**src/ccdseq_regs.svh**
```systemverilog
`ifndef CCDSEQ_REGS_SVH
`define CCDSEQ_REGS_SVH

// line layout, in reset clock periods counted from the first line pixel
`define CCD_PIX_ACTIVE      12'hd80
`define CCD_PIX_BLACK       12'h004
`define CCD_BLK1_START      12'h00d
`define CCD_IMG_START       12'h011
`define CCD_BLK2_START      12'hd91
`define CCD_GAP_START       12'hd95
`define CCD_WHT_START       12'hd9f
`define CCD_WHT_COUNT       12'h002
`define CCD_LINE_LEN        12'hda1

// least transfer spacing, in reset clock periods
`define CCD_MIN_XFER_PIX    3489

// controller clock and link timing
`define CCD_MCLK_NS         40
`define CCD_PIX_MAX_MHZ     8
`define CCD_PIX_HIGH_MIN_NS 40
`define CCD_TLXL_MIN_NS     50
`define CCD_XLTH_MIN_NS     50
`define CCD_THXH_MAX_NS     50
`define CCD_THWL_MAX_NS     50
`define CCD_TLWH_MAX_NS     50

// least times round up to whole controller cycles
`define CCD_CYC_UP(ns)      (((ns) + `CCD_MCLK_NS - 1) / `CCD_MCLK_NS)
`define CCD_PIX_HIGH_CYC    `CCD_CYC_UP(`CCD_PIX_HIGH_MIN_NS)
`define CCD_TLXL_CYC        `CCD_CYC_UP(`CCD_TLXL_MIN_NS)
`define CCD_XLTH_CYC        `CCD_CYC_UP(`CCD_XLTH_MIN_NS)

// transport period in controller cycles: two reset periods of four cycles
`define CCD_TCK_PERIOD      8
`define CCD_PIX_PERIOD      4

// reset periods of sampling lag between transfer fall and pixel 0
`define CCD_SAMPLE_LAG      2'h3

`endif

```
**src/ccdseq_pkg.sv**
```systemverilog
`include "ccdseq_regs.svh"

package ccdseq_pkg;

  typedef enum logic [1:0] {
    KIND_EMPTY,
    KIND_BLACK,
    KIND_IMAGE,
    KIND_WHITE
  } ccdseq_kind_t;

  typedef enum logic [1:0] {
    SAMP_IDLE,
    SAMP_SKIP,
    SAMP_LINE
  } ccdseq_samp_t;

  function automatic ccdseq_kind_t ccdseq_classify(input logic [11:0] pos);
    ccdseq_kind_t k;
    k = KIND_EMPTY;
    if (pos >= `CCD_LINE_LEN) begin
      k = KIND_EMPTY;
    end else if (pos >= `CCD_WHT_START) begin
      k = KIND_WHITE;
    end else if (pos >= `CCD_GAP_START) begin
      k = KIND_EMPTY;
    end else if (pos >= `CCD_BLK2_START) begin
      k = KIND_BLACK;
    end else if (pos >= `CCD_IMG_START) begin
      k = KIND_IMAGE;
    end else if (pos >= `CCD_BLK1_START) begin
      k = KIND_BLACK;
    end
    return k;
  endfunction : ccdseq_classify

  function automatic logic [7:0] ccdseq_sat8(input logic [15:0] v);
    return (v[15:12] != 4'h0) ? 8'hff : v[11:4];
  endfunction : ccdseq_sat8

endpackage : ccdseq_pkg

```
**src/ccdseq_link_if.sv**
```systemverilog
interface ccdseq_link_if;
  logic       pixel_reset_clock;
  logic       transport_clock;
  logic       charge_transfer_pulse;
  logic       white_ref_clock;
  logic [7:0] video_output;
  logic       end_of_scan_pulse;

  modport sensor (
    input  pixel_reset_clock,
    input  transport_clock,
    input  charge_transfer_pulse,
    input  white_ref_clock,
    output video_output,
    output end_of_scan_pulse
  );

  modport ctrl (
    output pixel_reset_clock,
    output transport_clock,
    output charge_transfer_pulse,
    output white_ref_clock,
    input  video_output,
    input  end_of_scan_pulse
  );
endinterface : ccdseq_link_if

```
**src/ccdseq_ctrl.sv**
```systemverilog
// Summary of operation
// - sensor delivers 3456 image pixels per line
// - transfer high fills well, fall loads registers
// - two transport registers recombined by clock phase
// - four black pixels at each line end
// - two white pulses injected per scan
// - end of scan coincides with first white
// - each reset period presents one new pixel
// - one pixel sample per reset clock period
// - transport clock is reset clock halved
// - reset clock no faster than 8 MHz
// - transfers spaced at least 3489 reset periods
// - exposure counted in transport periods, then transfer
// - white reference clock at transfer frequency
// - transfer and white at transport submultiples
// - white held high suppresses white and end
// - transport clock keeps running after readout
// - transfer rises within 50 ns of transport rise
// - white low after rise, high after fall
// - transfer falls 50 ns after transport fall
// - 50 ns from transfer fall to transport rise
// - reset clock high at least 40 ns
`include "ccdseq_regs.svh"

module ccdseq_ctrl #(
  parameter int EXPO_TCK = 1800
) (
  // clock and reset
  input  wire logic                     mclk_i,
  input  wire logic                     rst_n_i,
  // control
  input  wire logic                     wr_enable_i,
  // link to the sensor
  ccdseq_link_if.ctrl                   link,
  // pixel stream
  output logic                          pix_valid_o,
  output logic [7:0]                    pix_data_o,
  output logic [11:0]                   pix_index_o,
  output ccdseq_pkg::ccdseq_kind_t      pix_kind_o,
  // line events
  output logic                          line_start_o,
  output logic                          line_done_o,
  output logic                          scan_end_o,
  // reference levels for dc restoration
  output logic [7:0]                    black_level_o,
  output logic [7:0]                    white_level_o
);

  // shortest exposure in transport periods, half the reset period count
  localparam int EXPO_MIN = (`CCD_MIN_XFER_PIX + 1) / 2;
  localparam logic [15:0] EXPO_LAST =
    16'((EXPO_TCK < EXPO_MIN) ? (EXPO_MIN - 1) : (EXPO_TCK - 1));
  // transfer falls at this phase, two cycles after transport falls at phase 4
  localparam logic [2:0] XFER_FALL_PH = 3'(4 + `CCD_TLXL_CYC);
  // reset clock high for phases 1 and 2: clear of the transport edges
  localparam logic [1:0] PIX_RISE_PH  = 2'h1;
  localparam logic [1:0] PIX_FALL_PH  = 2'(1 + `CCD_PIX_HIGH_CYC + 1);

  logic [2:0]  phase;
  logic [2:0]  next_phase;
  logic [15:0] expo_cnt;
  logic        slot;
  logic        next_slot;
  logic        xfer_fall_ev;
  logic        capture;
  logic [7:0]  vid_s1;
  logic [7:0]  vid_s2;
  logic        scan_end_s1;
  logic        scan_end_s2;
  logic [1:0]  skip;
  logic [11:0] idx;
  logic [10:0] black_sum;
  logic [7:0]  white_max;
  ccdseq_pkg::ccdseq_samp_t state;
  ccdseq_pkg::ccdseq_kind_t cap_kind;

  // free-running phase: transport period is two reset periods
  assign next_phase   = 3'(phase + 3'h1);
  assign next_slot    = (next_phase == 3'h0) ? (expo_cnt == EXPO_LAST) : slot;
  assign xfer_fall_ev = slot && (next_phase == XFER_FALL_PH);
  assign capture      = (next_phase[1:0] == 2'h0);
  assign cap_kind     = ccdseq_pkg::ccdseq_classify(idx);

  always_ff @(posedge mclk_i) begin
    if (!rst_n_i) begin
      // parked just before a transport rise so the first high is full length
      phase <= 3'h7;
    end else begin
      phase <= next_phase;
    end
  end

  // exposure counter chain in transport periods
  always_ff @(posedge mclk_i) begin
    if (!rst_n_i) begin
      expo_cnt <= 16'h0000;
      slot     <= 1'b0;
    end else if (next_phase == 3'h0) begin
      expo_cnt <= (expo_cnt == EXPO_LAST) ? 16'h0000 : 16'(expo_cnt + 16'h0001);
      slot     <= next_slot;
    end
  end

  // link clocks; nothing stops, even between lines
  always_ff @(posedge mclk_i) begin
    if (!rst_n_i) begin
      link.transport_clock       <= 1'b0;
      link.pixel_reset_clock     <= 1'b0;
      link.charge_transfer_pulse <= 1'b0;
      link.white_ref_clock       <= 1'b1;
    end else begin
      link.transport_clock <= ~next_phase[2];
      // reset rises one cycle after transport: never before it
      link.pixel_reset_clock <= (next_phase[1:0] >= PIX_RISE_PH) &&
                                (next_phase[1:0] < PIX_FALL_PH);
      // rises with transport, falls after transport fall; the rest of
      // the period keeps the gap before the next transport rise
      link.charge_transfer_pulse <= next_slot &&
                                    (next_phase < XFER_FALL_PH);
      // one white low pulse per transfer; held high when disabled
      link.white_ref_clock <= !(wr_enable_i &&
                                next_slot &&
                                !next_phase[2]);
    end
  end

  // pins from the sensor pass two flops; sampled a full cycle later
  always_ff @(posedge mclk_i) begin
    vid_s1 <= link.video_output;
    vid_s2 <= vid_s1;
    scan_end_s1 <= link.end_of_scan_pulse;
    scan_end_s2 <= scan_end_s1;
  end

  // pixel position tracking after each transfer fall
  always_ff @(posedge mclk_i) begin
    if (!rst_n_i) begin
      state <= ccdseq_pkg::SAMP_IDLE;
      skip  <= 2'h0;
      idx   <= 12'h000;
    end else if (xfer_fall_ev) begin
      // a new transfer restarts tracking whatever was in flight
      state <= ccdseq_pkg::SAMP_SKIP;
      skip  <= `CCD_SAMPLE_LAG;
      idx   <= 12'h000;
    end else if (capture) begin
      case (state)
        ccdseq_pkg::SAMP_SKIP: begin
          skip <= 2'(skip - 2'h1);
          if (skip == 2'h1) begin
            state <= ccdseq_pkg::SAMP_LINE;
          end
        end
        ccdseq_pkg::SAMP_LINE: begin
          if (idx == `CCD_LINE_LEN - 12'h001) begin
            state <= ccdseq_pkg::SAMP_IDLE;
          end else begin
            idx <= idx + 12'h001;
          end
        end
        default: begin
          state <= ccdseq_pkg::SAMP_IDLE;
        end
      endcase
    end
  end

  // sample stream out
  always_ff @(posedge mclk_i) begin
    if (!rst_n_i) begin
      pix_valid_o <= 1'b0;
      pix_data_o  <= 8'h00;
      pix_index_o <= 12'h000;
      pix_kind_o  <= ccdseq_pkg::KIND_EMPTY;
      scan_end_o  <= 1'b0;
    end else begin
      pix_valid_o <= capture && !xfer_fall_ev && (state == ccdseq_pkg::SAMP_LINE);
      scan_end_o  <= capture && !xfer_fall_ev && (state == ccdseq_pkg::SAMP_LINE) &&
                     scan_end_s2;
      if (capture && (state == ccdseq_pkg::SAMP_LINE)) begin
        pix_data_o  <= vid_s2;
        pix_index_o <= idx;
        pix_kind_o  <= cap_kind;
      end
    end
  end

  always_ff @(posedge mclk_i) begin
    if (!rst_n_i) begin
      line_start_o <= 1'b0;
      line_done_o  <= 1'b0;
    end else begin
      line_start_o <= xfer_fall_ev;
      line_done_o  <= capture && !xfer_fall_ev && (state == ccdseq_pkg::SAMP_LINE) &&
                      (idx == `CCD_LINE_LEN - 12'h001);
    end
  end

  // black average of eight shielded pixels, white peak of the two pulses
  always_ff @(posedge mclk_i) begin
    if (!rst_n_i) begin
      black_sum     <= 11'h000;
      white_max     <= 8'h00;
      black_level_o <= 8'h00;
      white_level_o <= 8'h00;
    end else if (xfer_fall_ev) begin
      black_sum <= 11'h000;
      white_max <= 8'h00;
    end else if (capture && (state == ccdseq_pkg::SAMP_LINE)) begin
      if (cap_kind == ccdseq_pkg::KIND_BLACK) begin
        black_sum <= black_sum + {3'h0, vid_s2};
      end
      if ((cap_kind == ccdseq_pkg::KIND_WHITE) && (vid_s2 > white_max)) begin
        white_max <= vid_s2;
      end
      if (idx == `CCD_LINE_LEN - 12'h001) begin
        // the last pixel is a white one; fold it in here
        black_level_o <= black_sum[10:3];
        white_level_o <= (vid_s2 > white_max) ? vid_s2 : white_max;
      end
    end
  end

  // reset clock is 25 MHz / 4 = 6.25 MHz, under the 8 MHz ceiling
  // transfer falls at phase 6, two cycles clear of the transport rise at 0

endmodule : ccdseq_ctrl

```
**src/flat_wrapper.sv**
```systemverilog
// flat-port wrapper written by rule: the top's interface ports become plain ports
module ccdseq_ctrl_flat 
#(
  parameter int EXPO_TCK = 1800
)
  (mclk_i, rst_n_i, wr_enable_i, pix_valid_o, pix_data_o, pix_index_o, pix_kind_o, line_start_o, line_done_o, scan_end_o, black_level_o, white_level_o, link_pixel_reset_clock, link_transport_clock, link_charge_transfer_pulse, link_white_ref_clock, link_video_output, link_end_of_scan_pulse);
  ccdseq_link_if link_i ();
  input  wire logic mclk_i;
  input  wire logic rst_n_i;
  input  wire logic wr_enable_i;
  output logic pix_valid_o;
  output logic [7:0] pix_data_o;
  output logic [11:0] pix_index_o;
  output ccdseq_pkg::ccdseq_kind_t pix_kind_o;
  output logic line_start_o;
  output logic line_done_o;
  output logic scan_end_o;
  output logic [7:0] black_level_o;
  output logic [7:0] white_level_o;
  output wire logic [$bits(link_i.pixel_reset_clock)-1:0] link_pixel_reset_clock;
  output wire logic [$bits(link_i.transport_clock)-1:0] link_transport_clock;
  output wire logic [$bits(link_i.charge_transfer_pulse)-1:0] link_charge_transfer_pulse;
  output wire logic [$bits(link_i.white_ref_clock)-1:0] link_white_ref_clock;
  input wire logic [$bits(link_i.video_output)-1:0] link_video_output;
  input wire logic [$bits(link_i.end_of_scan_pulse)-1:0] link_end_of_scan_pulse;
  assign link_pixel_reset_clock = link_i.pixel_reset_clock;
  assign link_transport_clock = link_i.transport_clock;
  assign link_charge_transfer_pulse = link_i.charge_transfer_pulse;
  assign link_white_ref_clock = link_i.white_ref_clock;
  assign link_i.video_output = link_video_output;
  assign link_i.end_of_scan_pulse = link_end_of_scan_pulse;
  ccdseq_ctrl #(.EXPO_TCK(EXPO_TCK)) u_core (.mclk_i(mclk_i), .rst_n_i(rst_n_i), .wr_enable_i(wr_enable_i), .link(link_i), .pix_valid_o(pix_valid_o), .pix_data_o(pix_data_o), .pix_index_o(pix_index_o), .pix_kind_o(pix_kind_o), .line_start_o(line_start_o), .line_done_o(line_done_o), .scan_end_o(scan_end_o), .black_level_o(black_level_o), .white_level_o(white_level_o));
endmodule
```
**config.mk**
```make
export PLATFORM = sky130hd
export DESIGN_NAME = ccdseq_ctrl_flat
export DESIGN_NICKNAME = d
export VERILOG_FILES = /design/src/ccdseq_pkg.sv /design/src/ccdseq_link_if.sv /design/src/ccdseq_ctrl.sv /design/src/flat_wrapper.sv
export VERILOG_INCLUDE_DIRS = /design/src
export SDC_FILE = /design/constraint.sdc
export NUM_CORES = 1
export LEC_CHECK = 0
export BUFFER_PORTS_ARGS = -buffer_cell sky130_fd_sc_hd__buf_2
export CAP_MARGIN = 20
export CORE_ASPECT_RATIO = 0.5
export CORE_MARGIN = 2
export CORE_UTILIZATION = 53
export CTS_BUF_LIST = sky130_fd_sc_hd__clkbuf_4 sky130_fd_sc_hd__clkbuf_8
export DETAILED_ROUTE_END_ITERATION = 8
export GPL_TIMING_DRIVEN = 1
export HOLD_SLACK_MARGIN = 0.1
export PLACE_DENSITY = 0.73
export SYNTH_ARGS = -nofsm -noshare
export SYNTH_HDL_FRONTEND = slang
export SYNTH_SLANG_ARGS = --single-unit
```
**constraint.sdc**
```tcl
create_clock -name mclk_i -period 3.28 [get_ports mclk_i]
set_input_delay 0.328 -clock mclk_i [delete_from_list [all_inputs] [get_ports mclk_i]]
set_output_delay 0.328 -clock mclk_i [all_outputs]
set_load 0.1 [all_outputs]
```
Yosys cells after proc, flatten, opt, wreduce, memory -nomap -nowiden --
Cells that the tools add are included.
Storage, ports and cells: input port bits 12, bits in registers 119
Operators by class: reductions and logical operators 26, magnitude comparators 10, add/subtract/negate cells 5, equal/unequal tests 12, bitwise gates (word level) 4, multiplexer cells 17
Operators by type and width (number):
- 12-bit greater-or-equal comparator (second input constant) | 4
- 2-bit 2-to-1 mux | 10
- 16-bit by 1-bit adder with 16-bit output (second input constant) | 1
- 16-bit by 11-bit == test with 1-bit output (second input constant) | 1
- 16-bit 2-to-1 mux | 1
- 12-bit by 1-bit adder with 12-bit output (second input constant) | 1
- 12-bit == test (second input constant) | 1
- 12-bit by 4-bit greater-or-equal comparator with 1-bit output (second input constant) | 1
- 12-bit by 5-bit greater-or-equal comparator with 1-bit output (second input constant) | 1
- 3-bit AND reduction | 4
- 11-bit by 8-bit adder with 11-bit output | 1
- 1-bit logical AND | 11
- 8-bit > comparator | 1
- 8-bit 2-to-1 mux | 1
- 2-bit by 1-bit == test with 1-bit output (second input constant) | 3
- 2-bit AND reduction | 3
- 2-bit == test (second input constant) | 2
- 1-bit 2-to-1 mux | 4
- 1-bit NOT | 4
- 2-bit one-hot mux with 2 select lines | 1
- 2-bit nonzero test | 2
- 3-bit by 1-bit adder with 3-bit output (second input constant) | 1
- 3-bit == test (second input constant) | 1
- 1-bit zero test | 3
- 11 further kinds | 11

Longest topological paths before layout --
depth in word-level cells 10, depth in mapped cells 9, mapped depth without buffers 9

Worst setup path before layout --
OpenSTA, ideal clock, no wires.
path kind register to register, start point register u_core.idx[1], end point register u_core.black_sum[9], setup time 0.072 ns, period minus slack after synthesis 2.380 ns, stages on the path, launching flop included 10, path buffers 1, data arrival time 2.308 ns, setup slack 0.900 ns, cell sequence dfxtp_1 -> inv_1 -> ha_1 -> or4b_4 -> a211o_1 -> a21oi_2 -> nand3_2 -> buf_6 -> a211oi_2 -> mux2i_1
Between the ends: longest elaborated chain between the ends 9, elaborated cells between the ends (all ways) 14, those cells by class order compare: 6; eq/ne: 1; mux: 6; reduce/logical: 1
Ends and longest elaborated chain:
- start: declaration | line ccdseq_ctrl.sv:71 | logic [11:0] idx;
- start signal: assignment | line ccdseq_ctrl.sv:158 | idx <= idx + 12'h001;
- 12-bit by 4-bit greater-or-equal comparator with 1-bit output (no line)
- 1-bit 2-to-1 mux | line ccdseq_pkg.sv:31 | end else if (pos >= `CCD_BLK1_START) begin
- 2-bit 2-to-1 mux | line ccdseq_pkg.sv:29 | end else if (pos >= `CCD_IMG_START) begin
- 2-bit 2-to-1 mux | line ccdseq_pkg.sv:27 | end else if (pos >= `CCD_BLK2_START) begin
- 2-bit 2-to-1 mux | line ccdseq_pkg.sv:25 | end else if (pos >= `CCD_GAP_START) begin
- 2-bit 2-to-1 mux | line ccdseq_pkg.sv:23 | end else if (pos >= `CCD_WHT_START) begin
- 2-bit 2-to-1 mux * | line ccdseq_pkg.sv:21 | if (pos >= `CCD_LINE_LEN) begin
- 2-bit by 1-bit == test with 1-bit output * | line ccdseq_ctrl.sv:210 | if (cap_kind == ccdseq_pkg::KIND_BLACK) begin
- 2-bit AND reduction (no line) *
- end signal: assignment | line ccdseq_ctrl.sv:211 | black_sum <= black_sum + {3'h0, vid_s2};
- end: declaration | line ccdseq_ctrl.sv:72 | logic [10:0] black_sum;
Mark *: on every way between the ends. The rest lies on a longest branch, timed or not. A chain may end at the register's enable or synchronous reset.

Worst setup path in the final report --
start point register u_core.idx[1], end point register u_core.black_sum[10]
The elaborated chain is that of the path after synthesis.

==> flow_summary.toml <==
[logic_synthesis]
synth-async-reset-ratio_pct = 0
synth_area_leaders = "dfxtp_1 (47%), ha_1 (6.5%), mux2i_1 (6.0%)"
ys_warn_count = 0
synth_seq_cells = 119
synth_commonest_cells = "dfxtp_1 (119), nand2_1 (65), nor2_1 (61), a21oi_1 (45), mux2i_1 (30)"
ys_types = 52
yosysMostFrequentCell = "dfxtp_1"
ys.flop_type = "dfxtp_1"
synth.avg_cell_area_um2 = 9.05
syn_nets = 596
synth_top_area_share_pct = 47.3
synth-edff-count = 0
yosysTopAreaCell = "dfxtp_1"
synthesis.area_um2 = 5040
ys_seq_area_share_pct = 47.3
synthCells = 557

[clock_network]
cts_resized = 0
post_cts_buffers = 0
cts_root_buf = "clkbuf_8"
htree_levels = 4
clkSinkCount = 119
ctsLongestPathBuffers = 2
insertion_delay_ps = 430
cts_inserted_buffers = 17
clkTransAtPathRegs_ps = 60
cts_tree = "done"

[grt]
antenna_found_initial = 0
track_usage_pct = 21.1
grt_pass1_vias = 3554
grt_pass1_wl_um = 17000
grt_overflow = 0
grt_max_degree = 38

[drt]
drt-total-wl_um = 10200
wire_per_inst_um = 13.5
dr.pass1.iters = 4
drtAntennaViolNets = 0
vias = 3943
drtIter0Drc = 192
drc = 0
vias_per_cell = 5.23

[sta]
post-route-period-util_pct = 87.8
min_period_ps = 2880
finalHoldViolCount = 0
setup_tns_ps = 0
max_freq_mhz = 347
max_slew_margin_pct = 46.4
rsz0062_at_grt = "false"
finalClockSkew_ps = 7.82
finalSetupViolCount = 0
drv_slew = 0
fin_ws_ps = 401
tightest_slew_ps = 802

[die]
dieWidth_um = 142
coreArea_um2 = 9350
dieArea_um2 = 10400
start_util_pct = 53.9
pin_count = 58
die_height_um = 72.9
num_rows = 25

[finish]
areaGrowthSynthToFinish_pct = 17.0
final_nets = 660
antenna_cells = 0
post-route-util_pct = 63.0
drive_gt1_share_pct = 16.4

[worst_setup_path]
cp-start-kind = "flip-flop"
worst_ep_required_time_ps = 3660
critPathArrivalTime_ps = 3250
endpoint_kind = "flip-flop"
crit_fanout = 11
crit_type = "reg -> reg"

[power]
peakVddDrop_uv = 254
p_per_area_nw_per_um2 = 509
power_leakage_nw = 2.46

[place]
port-buffer-count = 57
hpwl_um = 6860
dp_slack_ps = 453
gp_routability_congestion = 0.847

[min_path]
hp-class = "in -> reg"

[run]
maxCapViolCount = 0

[run_status]
status = "finished, final reports clean"
worst max-delay path, cell delays in order (launching register included):
cell and delay (ps):
dfxtp_1 430, inv_1 110, ha_1 200, or4b_4 500, a211o_1 330, a21oi_2 280, nand3_2 340, or4_1 560
nand2_1 70
report_power, final:
| part | internal [mW] | switching (mW) | leakage [nW] |
|---|---|---|---|
| Clock | 0.787 | 0.570 | 0.204 |
| Combinational | 0.0533 | 0.0994 | 1.29 |
| Sequential | 1.47 | 0.0202 | 0.967 |
stage by stage:
stage	total power [mW]	instance area [um^2]	instances	hold WS (ps)
after floorplan	1.63	5040	557	310
after global placement	1.66	5380	713	310
after detailed placement	1.66	5380	713	314
after CTS	3.02	5890	754	250
after global routing	3.11	5890	754	255
final	3.00	5890	754	266
layout make-up:
type | instances | area (um^2)
fill | 796 | 3460
tap | 121 | 151
clock buffer | 24 | 318
sequential | 119 | 2380
multi-input combinational | 391 | 2460
inverter | 22 | 82.6
timing repair buffer | 70 | 408
clock inverter | 7 | 92.6
worst paths after layout:
path                                       start                    to  slack, ps  cells after the start
worst min-delay path                     rst_n_i       u_core.phase[0]        270                      2
worst min register to register  u_core.vid_s1[3]      u_core.vid_s2[3]        330                      0
worst max register to register     u_core.idx[1]  u_core.black_sum[10]        400                      8
worst max-delay path               u_core.idx[1]  u_core.black_sum[10]        400                      8
repair_timing:
item,CTS,global route
setup endpoints to repair,0,0
endpoints found under the hold margin,10,0
hold buffers,10,0
flip-flops by register name, summed over array words and instances (netlist names), 2 cells and up:
register and count:
u_core.black_level_o 8, u_core.black_sum 11, u_core.expo_cnt 16, u_core.idx 12, u_core.phase 3, u_core.pix_data_o 8
u_core.pix_index_o 12, u_core.pix_kind_o 2, u_core.skip 2, u_core.state 2, u_core.vid_s1 8, u_core.vid_s2 8
u_core.white_level_o 8, u_core.white_max 8
cell families after synthesis:
kind of cell,synth area share (%)
xor gates and xnor gates,5.74
adders and majority gates,6.85
DFF,47.3
muxes,6.26
and+or+nand+nor,19.8
buffers and inverters,3.95
AOI/OAI and AO/OA,10.2
layout by cell type, fill, tap and decap left out, drive strengths merged, types with 2 or more instances in the layout:
| cell type | synthesis | final |
|---|---|---|
| dlygate4sd3 | 0 | 10 |
| and3 | 5 | 5 |
| nand2b | 4 | 4 |
| and3b | 2 | 2 |
| and2 | 7 | 7 |
| nand3 | 21 | 21 |
| nor4 | 4 | 4 |
| a211oi | 2 | 2 |
| or3 | 3 | 3 |
| nor2 | 62 | 62 |
| a21oi | 47 | 47 |
| nor3 | 5 | 5 |
| xor2 | 20 | 20 |
| nand4 | 16 | 16 |
| ha | 26 | 26 |
| o2111ai | 2 | 2 |
| clkbuf | 16 | 24 |
| o21ai | 24 | 24 |
| nand2 | 65 | 65 |
| mux2i | 30 | 30 |
| nand3b | 2 | 2 |
| bufinv | 0 | 2 |
| inv | 22 | 22 |
| a21o | 3 | 3 |
| clkinvlp | 0 | 3 |
| a31oi | 5 | 5 |
| buf | 9 | 60 |
| dfxtp | 119 | 119 |
| clkinv | 0 | 2 |
| or2 | 2 | 2 |
| nor2b | 6 | 6 |
| or4 | 3 | 3 |
| xnor2 | 13 | 13 |
per-layer routing:
metal | part of all wire, % | routed length, um | track usage, % | vias up
met1 | 51 | 5190 | 28.6 | 1821
met2 | 43 | 4420 | 32.1 | 80
met3 | 4.3 | 435 | 5.45 | 15
met5 | 0 | 0 | 0 | -
met4 | 1.6 | 161 | 9.56 | 0
li1 | - | - | - | 2027
No activity file was read; power rests on OpenSTA's default activity.
